[src/acsr_regs.vh]
`ifndef ACSR_REGS_VH
`define ACSR_REGS_VH

// ==========================================
// register offsets on the register port
`define ACSR_OFF_IDENT 6'h0f
`define ACSR_OFF_CTRL2 6'h21
`define ACSR_OFF_CTRL3 6'h22
`define ACSR_OFF_DC_RELOAD 6'h23
`define ACSR_OFF_STATUS 6'h27
`define ACSR_OFF_X_SAMPLE 6'h29
`define ACSR_OFF_Y_SAMPLE 6'h2b
`define ACSR_OFF_Z_SAMPLE 6'h2d
`define ACSR_OFF_EVT1_SRC 6'h31
`define ACSR_OFF_EVT2_SRC 6'h35

// ==========================================
// control_two fields
`define ACSR_C2_THREE_WIRE 7
`define ACSR_C2_RELOAD 6
`define ACSR_C2_OUT_FILTER 4
`define ACSR_C2_EVT2_FILTER 3
`define ACSR_C2_EVT1_FILTER 2
`define ACSR_C2_CUTOFF_HI 1
`define ACSR_C2_CUTOFF_LO 0

// ==========================================
// control_three fields
`define ACSR_C3_POLARITY 7
`define ACSR_C3_DRIVE 6
`define ACSR_C3_PIN2_HI 5
`define ACSR_C3_PIN2_LO 3
`define ACSR_C3_PIN1_HI 2
`define ACSR_C3_PIN1_LO 0

// ==========================================
// reset values
`define ACSR_CTRL2_RST 8'h00
`define ACSR_CTRL3_RST 8'h00

// ==========================================
// interrupt routing codes
`define ACSR_ROUTE_GND 3'h0
`define ACSR_ROUTE_EVT1 3'h1
`define ACSR_ROUTE_EVT2 3'h2
`define ACSR_ROUTE_EITHER 3'h3
`define ACSR_ROUTE_READY 3'h4

// ==========================================
// timing: clock period and sample periods in ns
`define ACSR_CLK_NS 20
`define ACSR_SLOW_PERIOD_NS 10000000
`define ACSR_FAST_PERIOD_NS 2500000

// high-pass corner at code 00, in mHz
`define ACSR_CORNER_SLOW_MHZ 14'h07d0
`define ACSR_CORNER_FAST_MHZ 14'h1f40

`endif

[src/acsr_axis_flags.v]
`timescale 1ns/10ps
`default_nettype none

// per-axis data-available and overrun flags
module acsr_axis_flags (
	// clock and reset
	input wire clk,
	input wire rst,
	// sample events
	input wire axis_enable,
	input wire sample_tick,
	input wire read_clr,
	// flags
	output reg avail_r,
	output reg overrun_r
);

// ==========================================
// flag update
wire new_sample;
reg avail_nxt;
reg overrun_nxt;

// disabled axis never sees a new sample
assign new_sample = sample_tick & axis_enable;

// a sample arriving with the read wins over the clear
always @* begin
	avail_nxt = new_sample | (avail_r & ~read_clr);
	overrun_nxt = (new_sample & avail_r) | (overrun_r & ~read_clr);
end

always @(posedge clk) begin
	if (rst) begin
		avail_r <= 1'b0;
		overrun_r <= 1'b0;
	end else begin
		avail_r <= avail_nxt;
		overrun_r <= overrun_nxt;
	end
end

endmodule
`default_nettype wire

[src/acsr_irq_pin.v]
`timescale 1ns/10ps
`default_nettype none
`include "acsr_regs.vh"

// one interrupt pin: routing, polarity, drive type
module acsr_irq_pin (
	// clock and reset
	input wire clk,
	input wire rst,
	// configuration
	input wire [2:0] route,
	input wire polarity,
	input wire drive_type,
	// interrupt sources
	input wire evt_one,
	input wire evt_two,
	input wire data_ready,
	// pin
	output reg pin_out_r,
	output reg pin_oe_r
);

// ==========================================
// source select
reg active;
always @* begin
	case (route)
	`ACSR_ROUTE_GND: active = 1'b0;
	`ACSR_ROUTE_EVT1: active = evt_one;
	`ACSR_ROUTE_EVT2: active = evt_two;
	`ACSR_ROUTE_EITHER: active = evt_one | evt_two;
	`ACSR_ROUTE_READY: active = data_ready;
	default: active = 1'b0;
	endcase
end

// ==========================================
// pad drive; open drain releases when idle so a wired-or line works
// ground route pulls low whatever polarity and drive type say
wire tie_low;
assign tie_low = (route == `ACSR_ROUTE_GND);

always @(posedge clk) begin
	if (rst) begin
		pin_out_r <= 1'b0;
		pin_oe_r <= 1'b1;
	end else begin
		pin_out_r <= ~tie_low & (active ^ polarity);
		pin_oe_r <= tie_low | ~drive_type | active;
	end
end

endmodule
`default_nettype wire

[src/acsr_top.v]
`timescale 1ns/10ps
`default_nettype none
`include "acsr_regs.vh"

module acsr_top #(
	parameter SLOW_CYCLES = `ACSR_SLOW_PERIOD_NS / `ACSR_CLK_NS,
	parameter FAST_CYCLES = `ACSR_FAST_PERIOD_NS / `ACSR_CLK_NS,
	parameter CNT_W = 20,
	parameter [7:0] IDENT_CODE = 8'h5a // arbitrary identifier value
) (
	// clock and reset
	input wire clk,
	input wire rst,
	// register port
	input wire [5:0] reg_addr,
	input wire reg_wr,
	input wire [7:0] reg_wdata,
	input wire reg_rd,
	output reg [7:0] reg_rdata_r,
	output reg reg_rvalid_r,
	// control one fields kept outside
	input wire sample_rate_sel,
	input wire x_en,
	input wire y_en,
	input wire z_en,
	// sample inputs, raw and high-pass filtered
	input wire [7:0] raw_x,
	input wire [7:0] raw_y,
	input wire [7:0] raw_z,
	input wire [7:0] hp_x,
	input wire [7:0] hp_y,
	input wire [7:0] hp_z,
	// event generators
	input wire [7:0] event1_flags,
	input wire [7:0] event2_flags,
	input wire event_gen_one,
	input wire event_gen_two,
	output reg event1_filter_enable_r,
	output reg event2_filter_enable_r,
	// high-pass filter control
	output reg [1:0] cutoff_code_r,
	output reg [13:0] hp_corner_mhz_r,
	output reg filter_dc_reload_r,
	// trim reload
	output reg trim_reload_r,
	input wire trim_reload_done,
	// sample timing
	output reg sample_tick_r,
	// serial read data path
	input wire ser_out_bit,
	input wire ser_out_active,
	output reg sdo_out_r,
	output reg sdo_oe_r,
	output reg sda_out_r,
	output reg sda_oe_r,
	// interrupt pins
	output wire irq_pin_one_out,
	output wire irq_pin_one_oe,
	output wire irq_pin_two_out,
	output wire irq_pin_two_oe
);

// ==========================================
// control registers
reg three_wire_select_r;
reg output_filter_select_r;
reg irq_polarity_r;
reg irq_drive_type_r;
reg [2:0] pin1_route_r;
reg [2:0] pin2_route_r;

wire wr_ctrl2;
wire wr_ctrl3;
assign wr_ctrl2 = reg_wr & (reg_addr == `ACSR_OFF_CTRL2);
assign wr_ctrl3 = reg_wr & (reg_addr == `ACSR_OFF_CTRL3);

// control two and three; all fields clear at reset
always @(posedge clk) begin
	if (rst) begin
		three_wire_select_r <= 1'b0;
		output_filter_select_r <= 1'b0;
		event1_filter_enable_r <= 1'b0;
		event2_filter_enable_r <= 1'b0;
		cutoff_code_r <= 2'h0;
		irq_polarity_r <= 1'b0;
		irq_drive_type_r <= 1'b0;
		pin1_route_r <= 3'h0;
		pin2_route_r <= 3'h0;
	end else begin
		if (wr_ctrl2) begin
			three_wire_select_r <= reg_wdata[`ACSR_C2_THREE_WIRE];
			output_filter_select_r <= reg_wdata[`ACSR_C2_OUT_FILTER];
			event1_filter_enable_r <= reg_wdata[`ACSR_C2_EVT1_FILTER];
			event2_filter_enable_r <= reg_wdata[`ACSR_C2_EVT2_FILTER];
			cutoff_code_r <=
				reg_wdata[`ACSR_C2_CUTOFF_HI:`ACSR_C2_CUTOFF_LO];
		end
		if (wr_ctrl3) begin
			irq_polarity_r <= reg_wdata[`ACSR_C3_POLARITY];
			irq_drive_type_r <= reg_wdata[`ACSR_C3_DRIVE];
			pin2_route_r <= reg_wdata[`ACSR_C3_PIN2_HI:`ACSR_C3_PIN2_LO];
			pin1_route_r <= reg_wdata[`ACSR_C3_PIN1_HI:`ACSR_C3_PIN1_LO];
		end
	end
end

// ==========================================
// trim reload bit
// a reload in flight cannot be aborted by writing zero
reg trim_reload_nxt;
always @* begin
	trim_reload_nxt = trim_reload_r & ~trim_reload_done;
	if (wr_ctrl2 && reg_wdata[`ACSR_C2_RELOAD])
		trim_reload_nxt = 1'b1;
end

always @(posedge clk) begin
	if (rst)
		trim_reload_r <= 1'b0;
	else
		trim_reload_r <= trim_reload_nxt;
end

// ==========================================
// high-pass corner, halved per code step, times four at the fast rate
always @(posedge clk) begin
	if (rst) begin
		hp_corner_mhz_r <= `ACSR_CORNER_SLOW_MHZ;
	end else if (sample_rate_sel) begin
		hp_corner_mhz_r <= `ACSR_CORNER_FAST_MHZ >> cutoff_code_r;
	end else begin
		hp_corner_mhz_r <= `ACSR_CORNER_SLOW_MHZ >> cutoff_code_r;
	end
end

// ==========================================
// sample tick generator
// >= compare lets a fast switch cut the current slow period short
reg [CNT_W-1:0] rate_cnt_r;
wire [CNT_W-1:0] period_last;
wire period_done;

assign period_last = sample_rate_sel ?
	FAST_CYCLES[CNT_W-1:0] - 1'b1 : SLOW_CYCLES[CNT_W-1:0] - 1'b1;
assign period_done = (rate_cnt_r >= period_last);

always @(posedge clk) begin
	if (rst) begin
		rate_cnt_r <= {CNT_W{1'b0}};
		sample_tick_r <= 1'b0;
	end else begin
		sample_tick_r <= period_done;
		if (period_done)
			rate_cnt_r <= {CNT_W{1'b0}};
		else
			rate_cnt_r <= rate_cnt_r + 1'b1;
	end
end

// ==========================================
// output sample registers
reg [7:0] x_sample_r;
reg [7:0] y_sample_r;
reg [7:0] z_sample_r;

// filtered or bypassed path chosen at capture time
always @(posedge clk) begin
	if (rst) begin
		x_sample_r <= 8'h00;
		y_sample_r <= 8'h00;
		z_sample_r <= 8'h00;
	end else if (sample_tick_r) begin
		if (x_en)
			x_sample_r <= output_filter_select_r ? hp_x : raw_x;
		if (y_en)
			y_sample_r <= output_filter_select_r ? hp_y : raw_y;
		if (z_en)
			z_sample_r <= output_filter_select_r ? hp_z : raw_z;
	end
end

// ==========================================
// event source registers follow their own generator
reg [7:0] event1_source_r;
reg [7:0] event2_source_r;
always @(posedge clk) begin
	if (rst) begin
		event1_source_r <= 8'h00;
		event2_source_r <= 8'h00;
	end else begin
		event1_source_r <= event1_flags;
		event2_source_r <= event2_flags;
	end
end

// ==========================================
// per-axis status flags
wire rd_x;
wire rd_y;
wire rd_z;
wire x_avail;
wire y_avail;
wire z_avail;
wire x_overrun;
wire y_overrun;
wire z_overrun;

assign rd_x = reg_rd & (reg_addr == `ACSR_OFF_X_SAMPLE);
assign rd_y = reg_rd & (reg_addr == `ACSR_OFF_Y_SAMPLE);
assign rd_z = reg_rd & (reg_addr == `ACSR_OFF_Z_SAMPLE);

acsr_axis_flags u_x_flags (
	.clk(clk),
	.rst(rst),
	.axis_enable(x_en),
	.sample_tick(sample_tick_r),
	.read_clr(rd_x),
	.avail_r(x_avail),
	.overrun_r(x_overrun)
);

acsr_axis_flags u_y_flags (
	.clk(clk),
	.rst(rst),
	.axis_enable(y_en),
	.sample_tick(sample_tick_r),
	.read_clr(rd_y),
	.avail_r(y_avail),
	.overrun_r(y_overrun)
);

acsr_axis_flags u_z_flags (
	.clk(clk),
	.rst(rst),
	.axis_enable(z_en),
	.sample_tick(sample_tick_r),
	.read_clr(rd_z),
	.avail_r(z_avail),
	.overrun_r(z_overrun)
);

// ==========================================
// all-axes flags
// they stay up until no enabled axis still holds unread data
reg all_axes_avail_r;
reg all_axes_overrun_r;
wire any_en;
wire unread_left;
wire set_tick;

assign any_en = x_en | y_en | z_en;
assign set_tick = sample_tick_r & any_en;
assign unread_left = (x_en & x_avail) | (y_en & y_avail) |
	(z_en & z_avail);

always @(posedge clk) begin
	if (rst) begin
		all_axes_avail_r <= 1'b0;
		all_axes_overrun_r <= 1'b0;
	end else begin
		// a new set wins over the last clearing read
		if (set_tick)
			all_axes_avail_r <= 1'b1;
		else if (!unread_left)
			all_axes_avail_r <= 1'b0;
		if (set_tick && unread_left)
			all_axes_overrun_r <= 1'b1;
		else if (!unread_left)
			all_axes_overrun_r <= 1'b0;
	end
end

// ==========================================
// register reads
reg [7:0] rdata_nxt;
always @* begin
	case (reg_addr)
	`ACSR_OFF_IDENT: rdata_nxt = IDENT_CODE;
	`ACSR_OFF_CTRL2: rdata_nxt = {three_wire_select_r, trim_reload_r,
		1'b0, output_filter_select_r, event2_filter_enable_r,
		event1_filter_enable_r, cutoff_code_r};
	`ACSR_OFF_CTRL3: rdata_nxt = {irq_polarity_r, irq_drive_type_r,
		pin2_route_r, pin1_route_r};
	`ACSR_OFF_STATUS: rdata_nxt = {all_axes_overrun_r, z_overrun,
		y_overrun, x_overrun, all_axes_avail_r, z_avail, y_avail,
		x_avail};
	`ACSR_OFF_X_SAMPLE: rdata_nxt = x_sample_r;
	`ACSR_OFF_Y_SAMPLE: rdata_nxt = y_sample_r;
	`ACSR_OFF_Z_SAMPLE: rdata_nxt = z_sample_r;
	`ACSR_OFF_EVT1_SRC: rdata_nxt = event1_source_r;
	`ACSR_OFF_EVT2_SRC: rdata_nxt = event2_source_r;
	default: rdata_nxt = 8'h00;
	endcase
end

// read data one cycle after the strobe; dc reload is a side effect
always @(posedge clk) begin
	if (rst) begin
		reg_rdata_r <= 8'h00;
		reg_rvalid_r <= 1'b0;
		filter_dc_reload_r <= 1'b0;
	end else begin
		reg_rvalid_r <= reg_rd;
		if (reg_rd)
			reg_rdata_r <= rdata_nxt;
		filter_dc_reload_r <= reg_rd &
			(reg_addr == `ACSR_OFF_DC_RELOAD);
	end
end

// ==========================================
// serial read data steering
always @(posedge clk) begin
	if (rst) begin
		sdo_out_r <= 1'b0;
		sdo_oe_r <= 1'b0;
		sda_out_r <= 1'b0;
		sda_oe_r <= 1'b0;
	end else begin
		sdo_out_r <= ser_out_bit;
		sda_out_r <= ser_out_bit;
		sdo_oe_r <= ser_out_active & ~three_wire_select_r;
		sda_oe_r <= ser_out_active & three_wire_select_r;
	end
end

// ==========================================
// interrupt pins
acsr_irq_pin u_pin_one (
	.clk(clk),
	.rst(rst),
	.route(pin1_route_r),
	.polarity(irq_polarity_r),
	.drive_type(irq_drive_type_r),
	.evt_one(event_gen_one),
	.evt_two(event_gen_two),
	.data_ready(all_axes_avail_r),
	.pin_out_r(irq_pin_one_out),
	.pin_oe_r(irq_pin_one_oe)
);

acsr_irq_pin u_pin_two (
	.clk(clk),
	.rst(rst),
	.route(pin2_route_r),
	.polarity(irq_polarity_r),
	.drive_type(irq_drive_type_r),
	.evt_one(event_gen_one),
	.evt_two(event_gen_two),
	.data_ready(all_axes_avail_r),
	.pin_out_r(irq_pin_two_out),
	.pin_oe_r(irq_pin_two_oe)
);

endmodule
`default_nettype wire

[config.mk]
export PLATFORM = sky130hd
export DESIGN_NAME = acsr_top
export DESIGN_NICKNAME = d
export VERILOG_FILES = /design/src/acsr_axis_flags.v /design/src/acsr_irq_pin.v /design/src/acsr_top.v
export VERILOG_INCLUDE_DIRS = /design/src /design/src/src
export SDC_FILE = /design/constraint.sdc
export NUM_CORES = 1
export LEC_CHECK = 0
export ABC_AREA = 1
export BUFFER_PORTS_ARGS = -buffer_cell sky130_fd_sc_hd__buf_2
export CORE_ASPECT_RATIO = 1.75
export CORE_MARGIN = 1.5
export CORE_UTILIZATION = 48
export DETAILED_ROUTE_END_ITERATION = 16
export HOLD_SLACK_MARGIN = 0.06
export PLACE_DENSITY_LB_ADDON = 0.2
export RECOVER_POWER = 25
export SYNTH_ARGS = -nofsm -noshare
export SYNTH_HDL_FRONTEND = slang
export SYNTH_SLANG_ARGS = --single-unit
[constraint.sdc]
create_clock -name clk -period 1.43 [get_ports clk]
set_input_delay 0.2145 -clock clk [delete_from_list [all_inputs] [get_ports clk]]
set_output_delay 0.2145 -clock clk [all_outputs]
set_load 0.05 [all_outputs]
==> impl_metrics.csv, run 1 <==
group,metric,value,unit
setup_path,path_cells,"ha_4 > nand4_1 > nor3_2 > nand3_1 > nand4_1 > buf_6 > clkbuf_16 > nor2_1",
clock_tree,cts_tree,"yes",
synth,ys_async_sr_fraction,0,
setup_path,cp-end-kind,"flip-flop",
synth,synth_seq_cells,113,
floorplanning,dieArea,11800,sq um
sta,hold_viol_final,0,
global_routing,grt_pass1_wl,26300,um
run_status,violations,"negative setup slack",
sta,setup_viol,20,
route,first_iter_violations,295,
final_layout,fin_util,0.692,
synth,synth.most_common_cell,"nand2_1",
synth,yosys_warnings,0,
route,wl_met1,5790,um
hold_path,whs_path_depth,4,
final_layout,num-fill-cells,934,
setup_path,r2r_setup_slack,-230,ps
sta,tightest_slew,522,ps
synth,syn_inst,756,
synth,synth_top_area_frac,0.425,
pwr,power_density,1140,nW/um^2
hold_path,hp-class,"in -> reg",
route,wire_per_inst,15.9,um
sta,timing.final.crit_share,1.16,
route,top_layer,"met4",
global_routing,grt_pass1_vias,5644,
place,port_buffers,126,
sta,clock_skew,9.42,ps
setup_path,crit_path_max_incr_delay,330,ps
clock_tree,clk_pin_slew,50,ps
clock_tree,cts_buffer_depth,2,
route,drc,0,
synth,syn_avg_cell_area,7.04,sq um
synth,synth_area_leaders,"dfxtp_1, nand2_1, nand3_1",
floorplanning,dieWidth,82.6,um
route,vias_per_cell,5.18,
setup_path,r2r-end,"rate_cnt_r[14]$_SDFF_PP0_",
sta,layout_setup_ws,-232,ps
pwr,leakage,3.66,nW
place,gp_congestion,1.02,
final_layout,area_growth_syn_to_layout,39.8,%
route,drt_pass1_iterations,5,
setup_path,rr_worst_depth,8,
floorplanning,pin_count,129,
pwr,power.total,0.00850,W
setup_path,startpoint_type,"flip-flop",
setup_path,cp_max_fo,5,
clock_tree,htreeDepth,4,
setup_path,critPathSlowestCell,"dfxtp_2",
synth,synth_commonest_cells,"nand2_1, dfxtp_1, inv_1, nor2_1, nand3_1",
global_routing,grt_use_total,0.305,
setup_path,cp.required,1730,ps
floorplanning,core,10800,sq um
route,finalWirelength,17400,um
clock_tree,numClockSinks,113,
pwr,max-vdd-ir-drop,0.000856,V
setup_path,criticalPathCategory,"reg -> reg",
global_routing,antenna_found_initial,0,
synth,syn_area,5320,sq um
sta,slew_violations,0,
floorplanning,die_h,142,um
final_layout,nets,1051,
synth,ys.flop_type,"dfxtp_1",
sta,period_needed,1660,ps
run,cap_violations,0,
hold_path,worstHoldEndpoint,"trim_reload_r$_SDFF_PP0_",
synth,synth_top_area_cell,"dfxtp_1",
route,via_count,5667,
synth,synth_edf_count,0,
global_routing,grt_max_degree,40,
global_routing,overflow,0,
setup_path,worstPathArrival,1970,ps
floorplanning,num_rows,50,
sta,fmax,0.602,GHz
synth,synth_cell_types,36,
route,final_antenna_net_count,0,
setup_path,cp_common_cell,"nand4_1",
place,dpl.hpwl,12800,um
setup_path,r2r_start,"rate_cnt_r[18]$_SDFF_PP0_",
clock_tree,numCtsBuffers,17,
synth,synth_seq_area_share,0.425,
route,wl_met2,9560,um
run_status,outcome,"finished with violations",
clock_tree,cts_root_buffer,"clkbuf_16",
floorplanning,start_util,0.495,
clock_tree,worstSkewPairLatency,410,ps
final_layout,drive_gt1_frac,0.276,
hold_path,min-delay-start,"trim_reload_done",
final_layout,antenna_cells,0,
sta,maxSlewHeadroom,0.651,
route,route.met3.wl,706,um
sta,rsz0062_at_grt,"true",
[how the worst max path moves through the flow]
| stage | from | to | slack [ps] | cells past startpoint |
|---|---|---|---|---|
| 2_1_floorplan | rate_cnt_r[14]$_SDFF_PP0_ | rate_cnt_r[0]$_SDFF_PP0_ | -9 | 7 |
| 3_3_place_gp | sample_rate_sel | rate_cnt_r[10]$_SDFF_PP0_ | -220 | 9 |
| 3_5_place_dp | sample_rate_sel | rate_cnt_r[10]$_SDFF_PP0_ | -280 | 9 |
| 4_1_cts | rate_cnt_r[11]$_SDFF_PP0_ | rate_cnt_r[11]$_SDFF_PP0_ | -110 | 9 |
| 5_1_grt | rate_cnt_r[4]$_SDFF_PP0_ | rate_cnt_r[14]$_SDFF_PP0_ | -320 | 9 |
| 6_report | rate_cnt_r[18]$_SDFF_PP0_ | rate_cnt_r[14]$_SDFF_PP0_ | -230 | 8 |
[what timing repair did]
item                                    4_1_cts  5_1_grt
gates cloned                                  0        2
endpoints found under the hold margin        19        0
hold buffers                                 18        0
resized for setup                             8       23
endpoints found under the setup margin       21       21
pin swaps                                     4        3
buffers inserted                              1        2
[placed cells by master (no fill, tap or decap), types with 4 or more instances in the layout]
master         instances
a21o_1                 4
a21oi_1               21
a21oi_2                4
buf_12                 4
buf_2                125
buf_4                 52
bufinv_16              5
clkbuf_16             18
clkinv_1               5
clkinv_2               4
dfxtp_1              104
dfxtp_2                8
dlygate4sd3_1         18
ha_1                   4
ha_4                   5
inv_1                 99
nand2_1              180
nand3_1               74
nand4_1               13
nor2_1                91
nor2_2                11
nor2_4                 8
nor3_1                 9
o211ai_1              24
o21ai_0               17
o21ai_1                5
xnor2_1                4
xor2_1                13
[per-layer routing]
layer | track usage | vias up
li1 | - | 2788
met1 | 0.267 | 2575
met2 | 0.561 | 219
met3 | 0.0724 | 85
met4 | 0.236 | 0
met5 | 0 | -
[logic make-up after synthesis]
group	after synthesis	synth area share
flip-flops	113	0.425
buffers and inverters	136	0.104
AND/OR/NAND/NOR	400	0.329
AO/OA/AOI/OAI	80	0.0924
XOR/XNOR	17	0.0280
other	1	0.000704
adder cells (fa/ha/maj)	9	0.0212
[sequential cells by signal, summed over array words and instances (netlist names), 2 cells and up]
signal           cells
event2_source_r      8
event1_source_r      8
pin2_route_r         3
reg_rdata_r          8
x_sample_r           8
rate_cnt_r          20
cutoff_code_r        2
hp_corner_mhz_r     12
z_sample_r           8
y_sample_r           8
pin1_route_r         3
[critical path: cells and delay by family (launching register included)]
family | cells | cell delay [ps]
adder cells (fa/ha/maj) | 1 | 270
AND/OR/NAND/NOR | 5 | 660
flip-flops | 1 | 330
buffers and inverters | 2 | 290
[area by class of cell]
cell class,instances,area [sq um],share of cell area
clock inverters,10,180,0.0242
clock buffers,22,474,0.0637
flip-flops and latches,113,2280,0.306
well taps,130,163,0.0218
multi-input cells,508,2620,0.352
repair buffers,203,1330,0.178
inverters,108,407,0.0546
[report_power, final]
group          internal [W]  total [W]  switching (W)
logic              0.000260   0.000614       0.000354
clock network       0.00322    0.00467        0.00145
registers           0.00320    0.00322      0.0000216
total               0.00668    0.00850        0.00183
[per-stage QoR]
stage / cell area [sq um] / hold WS (ps) / worst slack, ps / std cells / setup TNS, ps
6_report: 7440 / 70.6 / -232 / 1094 / -4200
5_1_grt: 7440 / 97.8 / -323 / 1094 / -6920
4_1_cts: 7300 / 65.0 / -108 / 1091 / -1950
3_5_place_dp: 6440 / 422 / -285 / 1040 / -6000
3_3_place_gp: 6440 / 413 / -221 / 1040 / -4640
2_1_floorplan: 5330 / 319 / -8.93 / 757 / -179
Note: power is estimated with default switching activity, not from simulation.
==> inputs of run 2 (changes only) <==
--- a/config.mk
+++ b/config.mk
@@ -8,9 +8,11 @@
 export LEC_CHECK = 0
 export ABC_AREA = 1
 export BUFFER_PORTS_ARGS = -buffer_cell sky130_fd_sc_hd__buf_2
+export CELL_PAD_IN_SITES_DETAIL_PLACEMENT = 0
+export CELL_PAD_IN_SITES_GLOBAL_PLACEMENT = 1
 export CORE_ASPECT_RATIO = 1.75
 export CORE_MARGIN = 1.5
-export CORE_UTILIZATION = 48
+export CORE_UTILIZATION = 34
 export DETAILED_ROUTE_END_ITERATION = 16
 export HOLD_SLACK_MARGIN = 0.06
 export PLACE_DENSITY_LB_ADDON = 0.2
==> run 2 against run 1 <==
Cell count rose by 6.0%; clock-buffer cell count fell by 4; combinational power fell by 1%; critical path type unchanged; the run still ends with negative setup slack left; total power fell by 3.0%; sequential share of layout area fell by 0.21 points; clock skew rose by 1.1 ps; non-clock buffer count rose by 10; flip-flop and latch count did not move; die area rose by 40%; setup slack improved by 110 ps; via count fell by 2.5%.
==> impl_metrics.csv, run 2 (synthesized netlist as in run 1, its figures left out) <==
group,metric,value,unit
setup_path,cp_max_fo,20,
global_routing,met1_usage,0.204,
route,via_count,5525,
run,cap_violations,0,
clock_tree,clk_pin_slew,60,ps
final_layout,nets,1061,
global_routing,grt_pass1_vias,5688,
final_layout,layout_common_cells,"nand2_1, buf_2, dfxtp_1",
clock_tree,numClockSinks,113,
sta,timing.final.crit_share,1.09,
final_layout,area_growth_syn_to_layout,40.7,%
floorplanning,die_h,169,um
sta,period_needed,1550,ps
sta,maxSlewHeadroom,0.629,
final_layout,largestRegisters,"rate_cnt_r (20), hp_corner_mhz_r (12)",
global_routing,use_met3,0.0454,
run_status,outcome,"finished with violations",
setup_path,criticalPathCategory,"reg -> reg",
hold_path,whs_path_depth,3,
clock_tree,numCtsBuffers,17,
clock_tree,cts_buffer_depth,2,
floorplanning,pin_count,129,
sta,setup_viol,21,
route,final_antenna_net_count,0,
clock_tree,cts_tree,"yes",
floorplanning,core,15300,sq um
setup_path,cp-end-kind,"flip-flop",
floorplanning,dieWidth,97.6,um
hold_path,min-delay-start,"reg_wdata[6]",
route,finalWirelength,18200,um
sta,rsz0062_at_grt,"true",
floorplanning,start_util,0.348,
setup_path,startpoint_type,"flip-flop",
route,drc,0,
hold_path,worstHoldEndpoint,"irq_drive_type_r$_SDFFE_PP0P_",
route,first_iter_violations,189,
global_routing,grt_use_total,0.227,
final_layout,antenna_cells,0,
clock_tree,cts_root_buffer,"clkbuf_16",
sta,clock_skew,10.5,ps
place,port_buffers,126,
global_routing,met2_usage,0.453,
route,drt_pass1_iterations,5,
clock_tree,htreeDepth,4,
sta,holdWs,79.2,ps
place,place_area,6600,sq um
setup_path,r2r_start,"rate_cnt_r[14]$_SDFF_PP0_",
pwr,power_density,1100,nW/um^2
final_layout,final_common_cell,"nand2_1",
pwr,leakage,3.69,nW
sta,slew_violations,0,
final_layout,final_area,7490,sq um
floorplanning,dieArea,16400,sq um
sta,tightest_slew,555,ps
sta,hold_viol_final,0,
final_layout,largest_register,"rate_cnt_r",
clock_tree,worstSkewPairLatency,420,ps
pwr,max-vdd-ir-drop,0.000700,V
run_status,violations,"negative setup slack",
final_layout,largest_register_ff_count,20,
global_routing,antenna_found_initial,0,
route,vias_per_cell,4.76,
hold_path,hp-class,"in -> reg",
setup_path,rr_worst_depth,7,
setup_path,cp.required,1730,ps
route,wire_per_inst,15.7,um
sta,tns,-2320,ps
setup_path,worstPathArrival,1850,ps
sta,layout_setup_ws,-122,ps
global_routing,grt_max_degree,26,
place,gp_congestion,0.942,
floorplanning,num_rows,60,
global_routing,grt_pass1_wl,28500,um
place,pre_cts_ws,-272,ps
global_routing,top_usage_layer,"met2",
global_routing,overflow,0,
setup_path,r2r_setup_slack,-120,ps
setup_path,r2r-end,"rate_cnt_r[10]$_SDFF_PP0_",
sta,fmax,0.644,GHz
final_layout,drive_gt1_frac,0.271,
place,dpl.hpwl,14500,um
==> run 2: worst max path at each step <==
stage | start | slack (ps) | cells after the start | end
4_1_cts | rate_cnt_r[18]$_SDFF_PP0_ | -100 | 6 | rate_cnt_r[1]$_SDFF_PP0_
5_1_grt | rate_cnt_r[14]$_SDFF_PP0_ | -200 | 7 | rate_cnt_r[3]$_SDFF_PP0_
6_report | rate_cnt_r[14]$_SDFF_PP0_ | -120 | 7 | rate_cnt_r[10]$_SDFF_PP0_
3_3_place_gp | sample_rate_sel | -220 | 9 | rate_cnt_r[2]$_SDFF_PP0_
3_5_place_dp | sample_rate_sel | -270 | 9 | rate_cnt_r[1]$_SDFF_PP0_
2_1_floorplan | rate_cnt_r[14]$_SDFF_PP0_ | -9 | 7 | rate_cnt_r[0]$_SDFF_PP0_
==> run 2: per-layer routing <==
metal | vias to the layer above | part of all wire
li1 | 2812 | -
met1 | 2530 | 0.33
met2 | 145 | 0.58
met3 | 38 | 0.037
met4 | 0 | 0.046
met5 | - | 0
==> run 2: timing repair <==
item	in CTS	in global routing
pin swaps	2	1
endpoints found under the hold margin	19	1
setup endpoints to repair	21	23
buffers inserted	1	2
hold buffers	18	1
gates resized for setup	10	11
==> run 2: critical path, cell delays in order, from the launching register on <==
cell and delay, ps:
dfxtp_4 360, ha_4 280, nand3_2 90, nor3_2 200
nand3_1 120, nand4_1 150, buf_12 170, nor2_1 50
==> run 2: where the power goes <==
group	switching (W)	leakage (nW)	total, W	internal (W)
sequential	0.0000193	0.922	0.00321	0.00320
combinational	0.000350	2.47	0.000608	0.000258
clock	0.00162	0.294	0.00443	0.00281
total	0.00199	3.69	0.00825	0.00626
==> run 2: through the flow <==
step           instances  utilization  power, W
6_report            1160        0.489   0.00825
5_1_grt             1160        0.489   0.00854
4_1_cts             1157        0.486   0.00834
3_5_place_dp        1106        0.431   0.00385
3_3_place_gp        1106        0.431   0.00384
2_1_floorplan        757            -   0.00356
==> run 2: area by class of cell <==
class                   instances  area (sq um)
repair buffers                213          1390
multi-input cells             508          2570
inverters                     108           407
flip-flops and latches        113          2270
clock inverters                14           179
fillers                      1604          7820
well taps                     186           233
clock buffers                  18           439
